<file path="src/psi_pkg.sv">
/*
  Shared constants of the sampled two-step converter interface: word
  layout, ladder size, input range limits and the timing counts.
  Assumes a 200 MHz system clock that oversamples the sample clock pin.
*/
package psi_pkg;

  ////////////////////////////////////////////////////////////////////////
  // Word layout
  localparam int WORD_W   = 10;   // Parallel result word
  localparam int COARSE_W = 5;    // Coarse flash stage
  localparam int FINE_W   = 6;    // Fine flash stage, incl. correction bit
  localparam int LADDER_N = 32;   // Residue ladder switches
  localparam int AIN_W    = 12;   // Signed input level, one count per code step

  localparam logic [WORD_W-1:0]       WORD_RST   = 10'h000;
  localparam logic [WORD_W-1:0]       WORD_MAX   = 10'h3FF;
  localparam logic signed [AIN_W-1:0] AIN_POS_FS = 12'sh1FF;  // +FS
  localparam logic signed [AIN_W-1:0] AIN_NEG_FS = 12'shE00;  // -FS
  localparam logic signed [AIN_W-1:0] CODE_OFS   = 12'sh200;  // Offset binary

  ////////////////////////////////////////////////////////////////////////
  // Timing
  localparam int CLK_MHZ        = 200;
  localparam int MIN_RATE_MSPS  = 10;
  localparam int MAX_PERIOD_NS  = 1000 / MIN_RATE_MSPS;
  localparam int MAX_PERIOD_CYC = MAX_PERIOD_NS * CLK_MHZ / 1000;  // Rounded down
  localparam int GAP_W          = 6;
  localparam logic [GAP_W-1:0] GAP_SAT = GAP_W'(MAX_PERIOD_CYC + 1);

  localparam int OUTPUT_VALID_DELAY_NS = 10;
  localparam int OUT_DLY_RAW = (OUTPUT_VALID_DELAY_NS * CLK_MHZ + 999) / 1000;
  localparam int OUT_DLY_CYC = (OUT_DLY_RAW < 1) ? 1 : OUT_DLY_RAW;

endpackage : psi_pkg

</file>
<file path="src/psi_stage_if.sv">
/*
  Carrier between the sampling front and the two-step pipeline.
  Assumes both ends share clk_i; advance is a one-cycle pulse.
*/
`timescale 1ns/1ps
interface psi_stage_if
  import psi_pkg::*;
  ();
  logic              advance;    // One pulse per sample clock rising edge
  logic [WORD_W-1:0] hold_code;  // Held input, offset binary, saturated
  logic              hold_over;  // Held input was out of range
  logic              hold_ok;    // Held input taken at a legal rate
  logic [WORD_W-1:0] word;       // Aligned result word
  logic              word_over;
  logic              word_ok;

  modport ctrl (output advance, hold_code, hold_over, hold_ok,
                input  word, word_over, word_ok);
  modport conv (input  advance, hold_code, hold_over, hold_ok,
                output word, word_over, word_ok);
endinterface : psi_stage_if

</file>
<file path="src/psi_sample_if.sv">
/*
  Sampling front of a 10-bit two-step converter: sample clock pin
  synchroniser, input hold, minimum rate watch, falling edge output
  latch with output valid delay.
  Assumes sample_clk_i and analog_i come from pins outside clk_i.
*/
`timescale 1ns/1ps
// Function
// - Each sample clock rising edge holds the input and starts a conversion.
// - Samples taken below the minimum rate are marked not valid.
// - Output word updates on the falling edge, after the output valid delay.
// - Results appear two and a half sample clocks after their rising edge.
// - Coarse and fine results of one sample are aligned into one word.
// - Coarse five bits on top, fine six bits give low five plus correction.
// - Coarse result selects exactly one of thirty-two ladder switches.
// - Out-of-range flag is high when input lies outside full scale.
module psi_sample_if
  import psi_pkg::*;
#(
  parameter int OUT_DLY = OUT_DLY_CYC
) (
  input  wire logic                    clk_i,
  input  wire logic                    reset_i,
  input  wire logic                    sample_clk_i,
  input  wire logic signed [AIN_W-1:0] analog_i,
  output logic [WORD_W-1:0]            sample_word_o,
  output logic                         out_of_range_o,
  output logic                         sample_valid_o,
  output logic                         word_strobe_o
);

  if (OUT_DLY < 1) begin : g_bad_dly
    $error("OUT_DLY must be at least one cycle");
  end

  psi_stage_if st ();

  psi_two_step u_two_step (
    .clk_i   (clk_i),
    .reset_i (reset_i),
    .st      (st.conv)
  );

  ////////////////////////////////////////////////////////////////////////
  // Pin synchronisers; the first flop feeds only the second
  logic                    sclk_meta_reg, sclk_sync_reg, sclk_prev_reg;
  logic signed [AIN_W-1:0] ain_meta_reg,  ain_sync_reg;

  always_ff @(posedge clk_i) begin
    if (reset_i) begin
      sclk_meta_reg <= 1'b0;
      sclk_sync_reg <= 1'b0;
      sclk_prev_reg <= 1'b0;
      ain_meta_reg  <= '0;
      ain_sync_reg  <= '0;
    end else begin
      sclk_meta_reg <= sample_clk_i;
      sclk_sync_reg <= sclk_meta_reg;
      sclk_prev_reg <= sclk_sync_reg;
      ain_meta_reg  <= analog_i;
      ain_sync_reg  <= ain_meta_reg;
    end
  end

  // Edge pulses of the synchronised sample clock
  logic rise_pulse;
  logic fall_pulse;
  assign rise_pulse = sclk_sync_reg & ~sclk_prev_reg;
  assign fall_pulse = ~sclk_sync_reg & sclk_prev_reg;

  ////////////////////////////////////////////////////////////////////////
  // Input hold and rate watch
  logic              ain_over;
  logic [WORD_W-1:0] ain_code;
  logic [GAP_W-1:0]  gap_reg,       gap_next;
  logic [WORD_W-1:0] held_code_reg, held_code_next;
  logic              held_over_reg, held_over_next;
  logic              held_ok_reg,   held_ok_next;

  // Out of range inputs clip to the end codes, flag raised
  always_comb begin
    ain_over = (ain_sync_reg > AIN_POS_FS) || (ain_sync_reg < AIN_NEG_FS);
    if (ain_sync_reg > AIN_POS_FS) begin
      ain_code = WORD_MAX;
    end else if (ain_sync_reg < AIN_NEG_FS) begin
      ain_code = WORD_RST;
    end else begin
      ain_code = WORD_W'(ain_sync_reg + CODE_OFS);
    end
  end

  // A long gap since the last rising edge means the hold stage has drooped
  // into saturation, so that sample is marked unusable, not dropped
  always_comb begin
    gap_next       = (gap_reg == GAP_SAT) ? gap_reg : GAP_W'(gap_reg + 1'b1);
    held_code_next = held_code_reg;
    held_over_next = held_over_reg;
    held_ok_next   = held_ok_reg;
    if (rise_pulse) begin
      gap_next       = '0;
      held_code_next = ain_code;
      held_over_next = ain_over;
      // Gap reads one less than the edge-to-edge period here, so a
      // period of exactly the limit still counts as in rate
      held_ok_next   = (gap_reg < GAP_W'(MAX_PERIOD_CYC));
    end
  end

  // Hold registers; gap starts saturated so the first sample is not valid
  always_ff @(posedge clk_i) begin
    if (reset_i) begin
      gap_reg       <= GAP_SAT;
      held_code_reg <= WORD_RST;
      held_over_reg <= 1'b0;
      held_ok_reg   <= 1'b0;
    end else begin
      gap_reg       <= gap_next;
      held_code_reg <= held_code_next;
      held_over_reg <= held_over_next;
      held_ok_reg   <= held_ok_next;
    end
  end

  // Each rising edge steps the pipeline, which yields the
  // two-cycle part of the latency
  assign st.advance   = rise_pulse;
  assign st.hold_code = held_code_reg;
  assign st.hold_over = held_over_reg;
  assign st.hold_ok   = held_ok_reg;

  ////////////////////////////////////////////////////////////////////////
  // Falling edge latch. The word is taken from the pipeline when the delay
  // expires; a rising edge inside the delay would overtake it, which only
  // happens above the rated sample rate.
  logic [OUT_DLY-1:0] dly_reg,   dly_next;
  logic [OUT_DLY:0]   dly_tap;
  logic               out_load;
  logic [WORD_W-1:0]  word_reg,  word_next;
  logic               over_reg,  over_next;
  logic               valid_reg, valid_next;
  logic               strobe_reg;

  always_comb begin
    dly_tap    = {dly_reg, fall_pulse};
    dly_next   = dly_tap[OUT_DLY-1:0];
    out_load   = dly_tap[OUT_DLY-1];  // Half cycle after step two
    word_next  = word_reg;
    over_next  = over_reg;
    valid_next = valid_reg;
    if (out_load) begin
      word_next  = st.word;
      over_next  = st.word_over;
      valid_next = st.word_ok;
    end
  end

  // Output word and flags hold between falling edges; the strobe is a one-cycle pulse
  always_ff @(posedge clk_i) begin
    if (reset_i) begin
      dly_reg    <= '0;
      word_reg   <= WORD_RST;
      over_reg   <= 1'b0;
      valid_reg  <= 1'b0;
      strobe_reg <= 1'b0;
    end else begin
      dly_reg    <= dly_next;
      word_reg   <= word_next;
      over_reg   <= over_next;
      valid_reg  <= valid_next;
      strobe_reg <= out_load;
    end
  end

  assign sample_word_o  = word_reg;
  assign out_of_range_o = over_reg;
  assign sample_valid_o = valid_reg;
  assign word_strobe_o  = strobe_reg;

  ////////////////////////////////////////////////////////////////////////
  // Checks, with a shadow of the hold history for the latency check
  localparam int A_DLY = OUT_DLY;
  logic [WORD_W-1:0] a_ref1_reg, a_ref2_reg;

  always_ff @(posedge clk_i) begin
    if (reset_i) begin
      a_ref1_reg <= WORD_RST;
      a_ref2_reg <= WORD_RST;
    end else if (rise_pulse) begin
      a_ref1_reg <= held_code_reg;
      a_ref2_reg <= a_ref1_reg;
    end
  end
endmodule : psi_sample_if

</file>
<file path="src/psi_two_step.sv">
/*
  Two-step conversion pipeline: coarse flash with ladder switch select,
  then fine flash with correction bit and aligned word assembly.
  Assumes advance pulses once per sample clock rising edge.
*/
`timescale 1ns/1ps
module psi_two_step
  import psi_pkg::*;
(
  input  wire logic clk_i,
  input  wire logic reset_i,
  psi_stage_if.conv st
);

  ////////////////////////////////////////////////////////////////////////
  // Decode helpers
  function automatic logic [LADDER_N-1:0] ladder_sel(input logic [COARSE_W-1:0] c);
    ladder_sel = LADDER_N'(1) << c;
  endfunction : ladder_sel

  function automatic logic [WORD_W-1:0] ladder_tap(input logic [LADDER_N-1:0] s);
    ladder_tap = WORD_RST;
    for (int i = 0; i < LADDER_N; i++) begin
      if (s[i]) begin
        ladder_tap = WORD_W'(i << (WORD_W - COARSE_W));
      end
    end
  endfunction : ladder_tap

  logic [WORD_W-1:0]   s1_code_reg,   s1_code_next;
  logic [COARSE_W-1:0] s1_coarse_reg, s1_coarse_next;
  logic [LADDER_N-1:0] s1_sel_reg,    s1_sel_next;
  logic                s1_over_reg,   s1_over_next;
  logic                s1_ok_reg,     s1_ok_next;
  logic                s1_valid_reg,  s1_valid_next;
  logic [FINE_W-1:0]   fine_reg,      fine_next;
  logic [WORD_W-1:0]   word_reg,      word_next;
  logic                over_reg,      over_next;
  logic                ok_reg,        ok_next;
  logic [FINE_W-1:0]   fine_calc;
  logic [COARSE_W:0]   top_calc;

  ////////////////////////////////////////////////////////////////////////
  // Both stages step on the same advance, so stage two always takes the
  // sample that stage one held one sample clock earlier
  always_comb begin
    s1_code_next   = s1_code_reg;
    s1_coarse_next = s1_coarse_reg;
    s1_sel_next    = s1_sel_reg;
    s1_over_next   = s1_over_reg;
    s1_ok_next     = s1_ok_reg;
    s1_valid_next  = s1_valid_reg;
    fine_next      = fine_reg;
    word_next      = word_reg;
    over_next      = over_reg;
    ok_next        = ok_reg;
    // Fine residue against the selected ladder tap
    fine_calc = FINE_W'(s1_code_reg - ladder_tap(s1_sel_reg));
    // Correction bit lands on the coarse code
    top_calc  = {1'b0, s1_coarse_reg} + {{COARSE_W{1'b0}}, fine_calc[FINE_W-1]};
    if (st.advance) begin
      s1_code_next   = st.hold_code;
      s1_coarse_next = st.hold_code[WORD_W-1 -: COARSE_W];
      s1_sel_next    = ladder_sel(st.hold_code[WORD_W-1 -: COARSE_W]);
      s1_over_next   = st.hold_over;
      s1_ok_next     = st.hold_ok;
      s1_valid_next  = 1'b1;
      fine_next      = fine_calc;
      // Carry out of the top saturates rather than wrapping
      word_next      = top_calc[COARSE_W] ? WORD_MAX
                       : {top_calc[COARSE_W-1:0], fine_calc[FINE_W-2:0]};
      over_next      = s1_over_reg;  // Flag stays paired with its word
      ok_next        = s1_ok_reg & s1_valid_reg;
    end
  end

  // Stage registers
  always_ff @(posedge clk_i) begin
    if (reset_i) begin
      s1_code_reg   <= WORD_RST;
      s1_coarse_reg <= '0;
      s1_sel_reg    <= LADDER_N'(1);
      s1_over_reg   <= 1'b0;
      s1_ok_reg     <= 1'b0;
      s1_valid_reg  <= 1'b0;
      fine_reg      <= '0;
      word_reg      <= WORD_RST;
      over_reg      <= 1'b0;
      ok_reg        <= 1'b0;
    end else begin
      s1_code_reg   <= s1_code_next;
      s1_coarse_reg <= s1_coarse_next;
      s1_sel_reg    <= s1_sel_next;
      s1_over_reg   <= s1_over_next;
      s1_ok_reg     <= s1_ok_next;
      s1_valid_reg  <= s1_valid_next;
      fine_reg      <= fine_next;
      word_reg      <= word_next;
      over_reg      <= over_next;
      ok_reg        <= ok_next;
    end
  end

  assign st.word      = word_reg;
  assign st.word_over = over_reg;
  assign st.word_ok   = ok_reg;
endmodule : psi_two_step

</file>
<file path="config.mk">
export PLATFORM = sky130hd
export DESIGN_NAME = psi_sample_if
export DESIGN_NICKNAME = d
export VERILOG_FILES = /design/src/psi_pkg.sv /design/src/psi_stage_if.sv /design/src/psi_sample_if.sv /design/src/psi_two_step.sv
export SDC_FILE = /design/constraint.sdc
export NUM_CORES = 1
export LEC_CHECK = 0
export BUFFER_PORTS_ARGS = -buffer_cell sky130_fd_sc_hd__buf_2
export CORE_MARGIN = 2
export CORE_UTILIZATION = 45
export DETAILED_ROUTE_END_ITERATION = 7
export GPL_TIMING_DRIVEN = 0
export HOLD_SLACK_MARGIN = 0.1
export SLEW_MARGIN = 20
export SYNTH_ARGS = -nofsm -noshare
export SYNTH_HDL_FRONTEND = slang
export SYNTH_SLANG_ARGS = --single-unit
</file>
<file path="constraint.sdc">
create_clock -name clk_i -period 2.2 [get_ports clk_i]
set_clock_uncertainty 0.05 [all_clocks]
set_input_delay 0.11 -clock clk_i [delete_from_list [all_inputs] [get_ports clk_i]]
set_output_delay 0.11 -clock clk_i [all_outputs]
set_load 0.01 [all_outputs]
</file>
After elaboration in Yosys (flattened, before gate mapping)
Cells that the tools add are included.
{"block": "word_totals", "wordCells": 77, "reg_bits": 117, "latchBits": 0, "ram_bits": 0, "inputBits": 15, "mem_count": 0, "rom_bits": 0, "out_inout_bits": 13}
{"block": "op_classes", "bitwise": 5, "n_div": 0, "addsub": 4, "shifts": 1, "mul": 0, "magnitude_cmp": 3, "n_reduce_logical": 2, "eq_ne": 2, "muxes": 36}
{"cell": "$mux W6", "n": 31}
{"cell": "$shl A1 B5 Y32 const A", "n": 1}
{"cell": "$mux W10", "n": 3}
{"cell": "$gt A12 B10 Y1 const B", "n": 1}
{"cell": "$lt A12 B10 Y1 const B", "n": 1}
{"cell": "$add A10 B10 Y10 const B", "n": 1}
{"cell": "$mux W5", "n": 2}
{"cell": "$add A5 B1 Y6", "n": 1}
{"cell": "$add A6 B1 Y6 const B", "n": 1}
{"cell": "$eq A6 B5 Y1 const B", "n": 1}
{"cell": "$lt A6 B5 Y1 const B", "n": 1}
{"cell": "$sub A6 B6 Y6", "n": 1}
{"cell": "$and A1 B1 Y1", "n": 3}
{"cell": "$ne A2 B2 Y1 const B", "n": 1}
{"cell": "$not A1 Y1", "n": 2}
{"cell": "$reduce_or A2 Y1", "n": 1}
{"cell": "$logic_or A1 B1 Y1", "n": 1}

Depth between registers and ports, before layout
{"block": "logic_depth", "depth_word": 34, "mapped_depth": 10, "ltp_nobuf": 10}

By module
From an unflattened synthesis, not the netlist that was laid out.
{"block": "hier_totals", "cells_unflattened": 430, "area_unflattened_um2": 4209.0}
{"module": "psi_two_step", "area_each_um2": 2267.2, "cells_per_inst": 249, "instances": 1}
{"module": "psi_sample_if", "area_each_um2": 1941.9, "cells_per_inst": 181, "instances": 1}

Least setup slack after synthesis
Ideal clock, no wire load.
{"block": "synth_path", "path_kind": "reg2reg", "start": "register u_two_step.s1_sel_reg[12]", "end": "register u_two_step.word_reg[9], in the netlist u_two_step.st.word[9]", "setup_slack_ns": 0.085, "setup_ns": 0.132, "n_path_buf": 0, "period_less_slack_ns": 2.115, "path_stages_with_launch": 10, "arrival_ns": 1.932, "path_cell_list": "dfxtp_1 > or3_1 > a221o_1 > a21oi_1 > o221ai_1 > ha_1 > ha_1 > and3_1 > o211ai_1 > a21oi_1"}
{"block": "synth_via", "elab_chain_len": 23}
{"element": "start: declaration", "line_no": "psi_two_step.sv:32", "text": "logic [LADDER_N-1:0] s1_sel_reg, s1_sel_next;"}
{"element": "start signal: assignment", "line_no": "psi_two_step.sv:93", "text": "s1_sel_reg <= s1_sel_next;"}
{"element": "$mux W6 (20 in a row)", "line_no": "psi_two_step.sv:24", "text": "if (s[i]) begin"}
{"element": "$sub A6 B6 Y6", "line_no": "psi_two_step.sv:58", "text": "fine_calc = FINE_W'(s1_code_reg - ladder_tap(s1_sel_reg));"}
{"element": "$add A5 B1 Y6", "line_no": "psi_two_step.sv:60", "text": "top_calc = {1'b0, s1_coarse_reg} + {{COARSE_W{1'b0}}, fine_calc[FINE_W-1]};"}
{"element": "$mux W10", "line_no": "psi_two_step.sv:70", "text": "word_next = top_calc[COARSE_W] ? WORD_MAX"}
{"element": "end signal: assignment", "line_no": "psi_two_step.sv:98", "text": "word_reg <= word_next;"}
{"element": "end: declaration", "line_no": "psi_two_step.sv:37", "text": "logic [WORD_W-1:0] word_reg, word_next;"}
No other way between the ends.
A chain may end at the register's enable or synchronous reset.

Worst setup path in the final report
{"block": "layout_path", "start": "register u_two_step.s1_sel_reg[16]", "end": "register u_two_step.word_reg[9], in the netlist u_two_step.st.word[9]"}
{"block": "layout_via", "elab_chain_len": 19}
{"element": "$mux W6 (16 in a row)", "line_no": "psi_two_step.sv:24"}
{"element": "$sub A6 B6 Y6", "line_no": "psi_two_step.sv:58"}
{"element": "$add A5 B1 Y6", "line_no": "psi_two_step.sv:60"}
{"element": "$mux W10", "line_no": "psi_two_step.sv:70"}
No other way between the ends.

==> out/results.ini <==
[cts]
cts.clk_slew.worst_paths_ps=60
clockRootBuffer=clkbuf_8
cts_tree=yes
sinks_on_the_clock_net=115
clock_latency_ps=510
cts_max_path_buffers=2
cts-buffers-inserted=17
cts_htree_levels=4

[synth]
postSynth.asyncResetShare=0
synthesis.yosys.warnings=0
synthesized_flop_and_latch_total=115
seq_area_frac_synth=0.569
ys_types=43
mapped_nets=464
syn-cell-area_mm2=0.00405
post_synth_inst_count=445
synth-edff-count=0
ys_dominant_reg_cell=dfxtp_1
syn-mean-instance-area_um2=9.10

[critical_path]
endpoint_kind=register
critPathLaunch=u_two_step.s1_sel_reg[16]
worst-setup-path-type=register to register
rr_startpoint=u_two_step.s1_sel_reg[16]
worst-endpoint-arrival_ps=2620
r2r_slack_ps=-90
worstSetupStartpointType=register
worst-endpoint-required_ps=2520
worst_setup_path_endpoint=u_two_step.st.word[9]
worstReg2RegEnd=u_two_step.st.word[9]
cp_max_fo=3
worst_r2r_path_depth=9

[timing]
max_slew_margin=0.605
timing.final.setup_violations=3
maximum_clock_frequency_mhz=436
post-route-min-period_ps=2290
tightestPinTransition_ps=592
setup_ws_ps=-95.0
grt_setup_unrepaired=yes
final.period_utilization=1.04
finalHoldViolations=0
maxSlewViolCount=0

[floorplanning]
core_area_mm2=0.00872
start_util=0.464
die_y_um=98.9
dieWidth_um=98.9
rows=34
floorplan.die_area_mm2=0.00977
floorplan.io_pins=28

[cells_and_area]
flip_flop_count_of_the_largest_register_all_copies_and_words_added=31
layout_area_overhead_pct=25.5
stdcell_count=626
layout_common_cells=114 x dfxtp_1, 71 x nand2_1, 51 x nor2_1, 35 x buf_2, 34 x o21ai_0
mostFrequentLayoutCell=dfxtp_1
antenna_cells_inserted=0
post_route_cells_drive_above_1_share=0.160
num-nets-final=525
layout.area.seq_mm2=0.00230
filler_cell_count=764
multi_input_combinational_cell_area_mm2=0.00167

[min_path]
class_of_the_tightest_hold_or_removal_check=primary input to register

[grt]
grt_pass1_vias=2956
number_of_antenna_violations_at_the_first_check_in_global_routing=0
globalRoute.totalOverflow=0
pin_count_of_the_biggest_net_entering_global_routing=17
grt_first_pass_wirelength_um=13800
track_usage=0.180

[placement]
gp_congestion=0.765
port_buffers=26
place_hpwl_um=5320
placedCellCount=579

[power_and_ir_drop]
total_leakage_power_nw=1.97
power_density_mw_per_mm2=1000
p_total_mw=5.09
worst_ir_drop_on_vdd_mv=0.568

[route]
post_drt_wl_per_cell_um=12.9
post_drt_via_cell_ratio=5.02
drc=0
antenna_violating_nets_post_route=0
routed-via-count=3145
drt_iter0_markers=130
firstDrtPassIters=4
totalWireLength_um=8080

[run_status]
failed_checks=negative setup slack
run_status=finished with violations

[job]
timing.max_cap.violations=0

## cells by family after synthesis
family          count (synthesis)  synth area share
xor+xnor                        6            0.0130
flops                         115             0.569
fa+ha+maj                       4            0.0124
mux                            12            0.0297
buf+inv                        29            0.0306
compound gates                 78             0.112
simple gates                  201             0.234
## cell usage after synthesis, types with 2 or more instances
library cell,n,area (um2)
a31oi_1,2,12.5
nand2_1,72,270
buf_1,4,15.0
buf_2,9,45.0
a22o_1,3,26.3
or2_2,2,12.5
o21ai_0,34,170
or3_1,3,18.8
a21o_1,2,15.0
nand4_1,3,18.8
nor2b_1,31,194
xnor2_1,4,35.0
ha_1,4,50.1
nor3_1,13,65.1
and4bb_2,2,25.0
and3_1,4,25.0
nand2b_1,4,25.0
clkbuf_1,9,33.8
inv_1,6,22.5
a221o_1,2,20.0
o21ai_1,5,25.0
dfxtp_1,115,2300
mux2i_1,12,120
a21oi_1,19,95.1
nand3_1,10,50.1
xor2_1,2,17.5
nor2_1,51,191
o21bai_1,3,22.5
## cell type report
cell class	count	share of cell area
plain buffers	23	0.0200
clock buffers	18	0.0842
clock inverters	13	0.0271
inverters	6	0.00443
multi-input cells	301	0.328
flip-flops and latches	115	0.453
well taps	108	0.0266
repair buffers	42	0.0562
## stage by stage
step | util | setup slack [ps] | instance area, um2 | hold slack (ps) | setup TNS, ps
finish | 0.582 | -95.0 | 5080 | 297 | -251
global route | 0.582 | -169 | 5080 | 295 | -466
CTS | 0.581 | -101 | 5070 | 276 | -247
detailed placement | 0.495 | -291 | 4310 | 273 | -1900
global placement | 0.495 | -228 | 4310 | 266 | -1220
floorplan | - | 85.4 | 4050 | 188 | 0
## worst min-delay path by stage
stage            startpoint          endpoint  slack, ps  cells past startpoint
2_1_floorplan   analog_i[0]   ain_meta_reg[0]        190                      1
3_3_place_gp    analog_i[7]   ain_meta_reg[7]        270                      2
5_1_grt         analog_i[2]   ain_meta_reg[2]        300                      3
6_report       analog_i[11]  ain_meta_reg[11]        300                      3
4_1_cts         analog_i[5]   ain_meta_reg[5]        280                      3
3_5_place_dp    analog_i[3]   ain_meta_reg[3]        270                      2
## per-layer routing
metal,up-vias,track usage,part of all wire
met5,-,0,0
li1,1612,-,-
met4,0,0.0759,0.013
met3,9,0.0532,0.038
met1,1464,0.227,0.48
met2,60,0.288,0.47
## worst max-delay path: stages (launching register included)
cell      delay, ps
dfxtp_2         310
or3_1           370
a221o_1         290
a21oi_2         170
o221ai_2        140
ha_2            230
ha_4            170
and3_4          170
o211ai_1        190
a21oi_1          80
## what timing repair did
item,CTS,global route
resized for setup,8,2
hold endpoints to repair,22,0
setup buffers,2,0
endpoints found under the setup margin,10,10
hold buffers,14,0
pin swaps,6,1
## power breakdown
| group | switching (mW) | total, mW | leakage, nW | internal [mW] |
|---|---|---|---|---|
| Clock | 0.944 | 2.57 | 0.272 | 1.63 |
| Combinational | 0.165 | 0.306 | 0.767 | 0.141 |
| Sequential | 0.0594 | 2.21 | 0.935 | 2.16 |
No activity file was read; power rests on OpenSTA's default activity.
